**src/rtl/seg_check_pkg.sv**
```systemverilog
package seg_check_pkg;

	// type field bit positions inside the 4-bit type code
	localparam int TYPE_ACC_BIT = 0;
	localparam int TYPE_WR_RD_BIT = 1;
	localparam int TYPE_ED_CONF_BIT = 2;
	localparam int TYPE_CODE_BIT = 3;

	// privilege levels
	localparam logic [1:0] PRIV_MOST = 2'h0;
	localparam logic [1:0] PRIV_LEAST = 2'h3;

	// system type codes
	localparam logic [3:0] SYS_UPPER_HALF = 4'h0;
	localparam logic [3:0] SYS_TSS16_AVAIL = 4'h1;
	localparam logic [3:0] SYS_LDT = 4'h2;
	localparam logic [3:0] SYS_TSS16_BUSY = 4'h3;
	localparam logic [3:0] SYS_CALL16 = 4'h4;
	localparam logic [3:0] SYS_TASK_GATE = 4'h5;
	localparam logic [3:0] SYS_INT16 = 4'h6;
	localparam logic [3:0] SYS_TRAP16 = 4'h7;
	localparam logic [3:0] SYS_TSS_AVAIL = 4'h9;
	localparam logic [3:0] SYS_TSS_BUSY = 4'hb;
	localparam logic [3:0] SYS_CALL = 4'hc;
	localparam logic [3:0] SYS_INT = 4'he;
	localparam logic [3:0] SYS_TRAP = 4'hf;

	// descriptor sizes in bytes
	localparam logic [4:0] DESC_BYTES_LEGACY = 5'h08;
	localparam logic [4:0] DESC_BYTES_WIDE = 5'h10;

	// segment register targets of a load
	typedef enum logic [2:0] {
		SEG_CODE = 3'h0,
		SEG_STACK = 3'h1,
		SEG_DATA0 = 3'h2,
		SEG_DATA1 = 3'h3,
		SEG_DATA2 = 3'h4,
		SEG_DATA3 = 3'h5
	} seg_target_t;

	// decoded system descriptor class
	typedef enum logic [2:0] {
		SYS_NONE = 3'h0,
		SYS_CLS_LDT = 3'h1,
		SYS_CLS_TSS = 3'h2,
		SYS_CLS_CALL = 3'h3,
		SYS_CLS_INT = 3'h4,
		SYS_CLS_TRAP = 3'h5,
		SYS_CLS_TASK = 3'h6,
		SYS_CLS_UPPER = 3'h7
	} sys_class_t;

	// accessed-bit write-back sequence
	typedef enum logic [1:0] {
		WB_IDLE = 2'h0,
		WB_WRITE = 2'h1,
		WB_DONE = 2'h3
	} wb_state_t;

endpackage

```
**src/rtl/type_dec_if.sv**
```systemverilog
`timescale 1ns/1ps
`default_nettype none
// type decoder request and result between the checker and its decoder
interface type_dec_if;
	import seg_check_pkg::*;
	logic [3:0] type_code;
	logic s_flag;
	logic long_mode;
	logic is_code;
	logic is_data;
	logic is_system;
	logic acc;
	logic rd_ok;
	logic wr_ok;
	logic conforming;
	logic expand_down;
	sys_class_t sys_class;
	logic sys_wide;
	logic sys_invalid;
	logic [4:0] desc_bytes;
	modport client (output type_code, s_flag, long_mode,
		input is_code, is_data, is_system, acc, rd_ok, wr_ok, conforming,
		expand_down, sys_class, sys_wide, sys_invalid, desc_bytes);
	modport decoder (input type_code, s_flag, long_mode,
		output is_code, is_data, is_system, acc, rd_ok, wr_ok, conforming,
		expand_down, sys_class, sys_wide, sys_invalid, desc_bytes);
endinterface
`default_nettype wire

```
**src/rtl/seg_type_decoder.sv**
```systemverilog
`timescale 1ns/1ps
`default_nettype none
module seg_type_decoder (
	type_dec_if.decoder dec // type code in, decoded class out
);
	import seg_check_pkg::*;

	// system type lookup, per mode; reserved codes fall to sys_none
	function automatic sys_class_t sys_lookup(input logic [3:0] t,
		input logic lm);
		sys_class_t c;
		c = SYS_NONE;
		case (t)
			SYS_UPPER_HALF: c = lm ? SYS_CLS_UPPER : SYS_NONE;
			SYS_LDT: c = SYS_CLS_LDT;
			SYS_TSS16_AVAIL, SYS_TSS16_BUSY: c = lm ? SYS_NONE : SYS_CLS_TSS;
			SYS_TSS_AVAIL, SYS_TSS_BUSY: c = SYS_CLS_TSS;
			SYS_CALL16: c = lm ? SYS_NONE : SYS_CLS_CALL;
			SYS_TASK_GATE: c = lm ? SYS_NONE : SYS_CLS_TASK;
			SYS_INT16: c = lm ? SYS_NONE : SYS_CLS_INT;
			SYS_TRAP16: c = lm ? SYS_NONE : SYS_CLS_TRAP;
			SYS_CALL: c = SYS_CLS_CALL;
			SYS_INT: c = SYS_CLS_INT;
			SYS_TRAP: c = SYS_CLS_TRAP;
			default: c = SYS_NONE;
		endcase
		return c;
	endfunction

	// application descriptor fields
	always_comb begin
		dec.is_system = !dec.s_flag;
		dec.is_code = dec.s_flag && dec.type_code[TYPE_CODE_BIT];
		dec.is_data = dec.s_flag && !dec.type_code[TYPE_CODE_BIT];
		dec.acc = dec.s_flag && dec.type_code[TYPE_ACC_BIT];
		dec.rd_ok = dec.is_data ||
			(dec.is_code && dec.type_code[TYPE_WR_RD_BIT]);
		dec.wr_ok = dec.is_data && dec.type_code[TYPE_WR_RD_BIT];
		dec.conforming = dec.is_code && dec.type_code[TYPE_ED_CONF_BIT];
		dec.expand_down = dec.is_data && dec.type_code[TYPE_ED_CONF_BIT];
	end

	// system descriptor class, width and validity
	always_comb begin
		dec.sys_class = dec.s_flag ? SYS_NONE :
			sys_lookup(dec.type_code, dec.long_mode);
		dec.sys_invalid = !dec.s_flag && (dec.sys_class == SYS_NONE);
		dec.sys_wide = !dec.s_flag && dec.long_mode;
		dec.desc_bytes = dec.sys_wide ? DESC_BYTES_WIDE :
			DESC_BYTES_LEGACY;
	end
endmodule
`default_nettype wire

```
**src/flat_wrapper.sv**
```systemverilog
// flat-port wrapper written by rule: the top's interface ports become plain ports
module seg_type_decoder_flat import seg_check_pkg::*;
  (dec_type_code, dec_s_flag, dec_long_mode, dec_is_code, dec_is_data, dec_is_system, dec_acc, dec_rd_ok, dec_wr_ok, dec_conforming, dec_expand_down, dec_sys_class, dec_sys_wide, dec_sys_invalid, dec_desc_bytes);
  type_dec_if dec_i ();
  input wire logic [$bits(dec_i.type_code)-1:0] dec_type_code;
  input wire logic [$bits(dec_i.s_flag)-1:0] dec_s_flag;
  input wire logic [$bits(dec_i.long_mode)-1:0] dec_long_mode;
  output wire logic [$bits(dec_i.is_code)-1:0] dec_is_code;
  output wire logic [$bits(dec_i.is_data)-1:0] dec_is_data;
  output wire logic [$bits(dec_i.is_system)-1:0] dec_is_system;
  output wire logic [$bits(dec_i.acc)-1:0] dec_acc;
  output wire logic [$bits(dec_i.rd_ok)-1:0] dec_rd_ok;
  output wire logic [$bits(dec_i.wr_ok)-1:0] dec_wr_ok;
  output wire logic [$bits(dec_i.conforming)-1:0] dec_conforming;
  output wire logic [$bits(dec_i.expand_down)-1:0] dec_expand_down;
  output wire logic [$bits(dec_i.sys_class)-1:0] dec_sys_class;
  output wire logic [$bits(dec_i.sys_wide)-1:0] dec_sys_wide;
  output wire logic [$bits(dec_i.sys_invalid)-1:0] dec_sys_invalid;
  output wire logic [$bits(dec_i.desc_bytes)-1:0] dec_desc_bytes;
  assign dec_i.type_code = dec_type_code;
  assign dec_i.s_flag = dec_s_flag;
  assign dec_i.long_mode = dec_long_mode;
  assign dec_is_code = dec_i.is_code;
  assign dec_is_data = dec_i.is_data;
  assign dec_is_system = dec_i.is_system;
  assign dec_acc = dec_i.acc;
  assign dec_rd_ok = dec_i.rd_ok;
  assign dec_wr_ok = dec_i.wr_ok;
  assign dec_conforming = dec_i.conforming;
  assign dec_expand_down = dec_i.expand_down;
  assign dec_sys_class = dec_i.sys_class;
  assign dec_sys_wide = dec_i.sys_wide;
  assign dec_sys_invalid = dec_i.sys_invalid;
  assign dec_desc_bytes = dec_i.desc_bytes;
  seg_type_decoder u_core (.dec(dec_i));
endmodule
```
**config.mk**
```make
export PLATFORM = sky130hd
export DESIGN_NAME = seg_type_decoder_flat
export DESIGN_NICKNAME = d
export VERILOG_FILES = /design/src/rtl/seg_check_pkg.sv /design/src/rtl/type_dec_if.sv /design/src/rtl/seg_type_decoder.sv /design/src/flat_wrapper.sv
export SDC_FILE = /design/constraint.sdc
export NUM_CORES = 1
export LEC_CHECK = 0
export BUFFER_PORTS_ARGS = -buffer_cell sky130_fd_sc_hd__buf_2
export CAP_MARGIN = 20
export CORE_AREA = 2 2 39 41
export DETAILED_ROUTE_END_ITERATION = 16
export DIE_AREA = 0 0 41 43
export PLACE_DENSITY_LB_ADDON = 0.12
export SYNTH_ARGS = -nofsm -noshare
export SYNTH_HDL_FRONTEND = slang
export SYNTH_SLANG_ARGS = --single-unit
```
**constraint.sdc**
```tcl
create_clock -name vclk -period 1
set_input_delay 0.1 -clock vclk [all_inputs]
set_output_delay 0.1 -clock vclk [all_outputs]
set_load 0.01 [all_outputs]
```
==> flow_summary.json <==
{
  "fin_util_pct": 34.4,
  "grt.overflow.total": 0,
  "ioPinCount": 24,
  "slowest_stage": "or2_1",
  "fin_crit_ns": 1.03,
  "wl_met2_um": 374,
  "syn_inst": 41,
  "synth_area_leader_cell": "buf_4",
  "setup_viol": 1,
  "synth.distinct_cells": 27,
  "cellPowerDensity_nw_per_um2": 421,
  "critical-path-top-delay-family": "compound AO/OA/AOI/OAI gates",
  "critPathArrivalTime_ns": 0.93,
  "routedWlPerCell_um": 9.73,
  "synth.top_cell.area_share_pct": 17.0,
  "avgSynthCellArea_um2": 6.47,
  "yosysSeqAreaShare_pct": 0,
  "via_per_inst": 4.46,
  "drc_errors": 0,
  "synth_most_common_cell": "buf_4",
  "hold_viol": 0,
  "ys_warn_count": 0,
  "drv_cap": 0,
  "crit_type": "in -> out",
  "seq_area_um2": 0,
  "syn2layout_area_growth_pct": 79.7,
  "routabilityCongestion": 0.702,
  "cp_slowest_stage_delay_ns": 0.21,
  "final_nets": 74,
  "flops_and_latches": 0,
  "drive_above_1_share_pct": 59.1,
  "placeableCoreArea_um2": 1380,
  "max_freq_ghz": 0.975,
  "ir_drop_mv": 0.131,
  "start_util_pct": 19.2,
  "first_global_vias": 279,
  "synth.top_cells.by_count": "buf_4 (6), inv_1 (4), nand2_1 (3)",
  "grt_max_degree": 10,
  "critPathCaptureType": "primary output",
  "syn_area_um2": 265,
  "dr.first_iter.drc_count": 4,
  "hold_path_class": "in -> out",
  "place_inst": 81,
  "grt_antenna_before_repair": 0,
  "crit_required_ns": 0.90,
  "period_share_pct": 103,
  "dieArea_um2": 1760,
  "die_h_um": 43,
  "maxUsedRoutingLayer": "met3",
  "die_w_um": 41,
  "ant_nets": 0,
  "path_cells": "buf_8, o21bai_4, or2_1, a221oi_2, buf_2",
  "wl_met1_um": 343,
  "drt-total-wl_um": 798,
  "drv_slew": 0,
  "critPathMaxFanout": 4,
  "stdcell_count": 82,
  "grt.total_usage_pct": 9.39,
  "status": "finished with violations",
  "hold_ws_ns": 0.550,
  "numPortBuffers": 21,
  "n_antenna_cell": 0,
  "drt_first_pass_iters": 2,
  "route.met3.wl_um": 79,
  "violations": "negative setup slack",
  "power_mw": 0.201,
  "grt_pass1_wl_mm": 1.24,
  "start_kind": "input port",
  "crit_buf_inv": 2,
  "n_clock_buffer": 0,
  "vias": 366,
  "hpwl_um": 652,
  "rsz0062_at_grt": "true",
  "power.leakage_nw": 0.261,
  "preCtsSetupSlack_ns": -0.0700,
  "setup_ws_ns": -0.0253,
  "synthTopCellsByArea": "buf_4 (17%), a221oi_2 (5.7%), inv_1 (5.7%)",
  "placementRows": 14
}
-- logic make-up after synthesis --
kind of cell	share of synthesized area [%]
and+or+nand+nor	43.9
other	1.41
buffers and inverters	26.9
AOI/OAI and AO/OA	27.8
-- stage by stage --
| stage | cell area (um^2) | TNS (ns) |
|---|---|---|
| 4_1_cts | 430 | -0.0729 |
| 3_5_place_dp | 402 | -0.105 |
| 5_1_grt | 477 | -0.0948 |
| 2_1_floorplan | 273 | 0 |
| 3_3_place_gp | 402 | -0.103 |
| 6_report | 477 | -0.0253 |
-- report_power, final --
part | switching [mW] | internal (mW) | total [mW]
Sequential | 0 | 0 | 0
Clock | 0 | 0 | 0
Combinational | 0.0990 | 0.102 | 0.201
Total | 0.0990 | 0.102 | 0.201
-- final cells by class --
class	count	area, um^2
fill	165	907
multi-input combinational	32	240
timing repair buffer	30	201
tap	16	20.0
inverter	4	15.0
-- layout by cell type, fill, tap and decap left out, types with 2 or more instances in the layout --
cell type | synthesis | final
and2_1 | 2 | 2
nand2_1 | 3 | 3
nor2_1 | 2 | 2
buf_6 | 1 | 3
a21oi_1 | 2 | 2
conb_1 | 1 | 3
buf_4 | 6 | 9
a31oi_1 | 2 | 2
buf_2 | 0 | 17
inv_1 | 4 | 4
-- worst paths after layout --
check / start / end / slack (ns) / cells past startpoint
min: dec_long_mode / dec_desc_bytes[3] / 0.55 / 3
max: dec_type_code[3] / dec_sys_class[0] / -0.03 / 5
-- timing repair --
item | in CTS | in global routing
endpoints found under the setup margin | 3 | 4
pin swaps | 3 | 4
hold buffers | 0 | 0
resized for setup | 5 | 13
setup buffers | 1 | 0
-- metal layers --
metal  global-route usage, %  up-vias
met3                   0.524        0
met4                       0        0
met5                       0        -
met2                    15.6       16
met1                    13.6      163
li1                        -      187
Note: power is estimated with default switching activity, not from simulation.
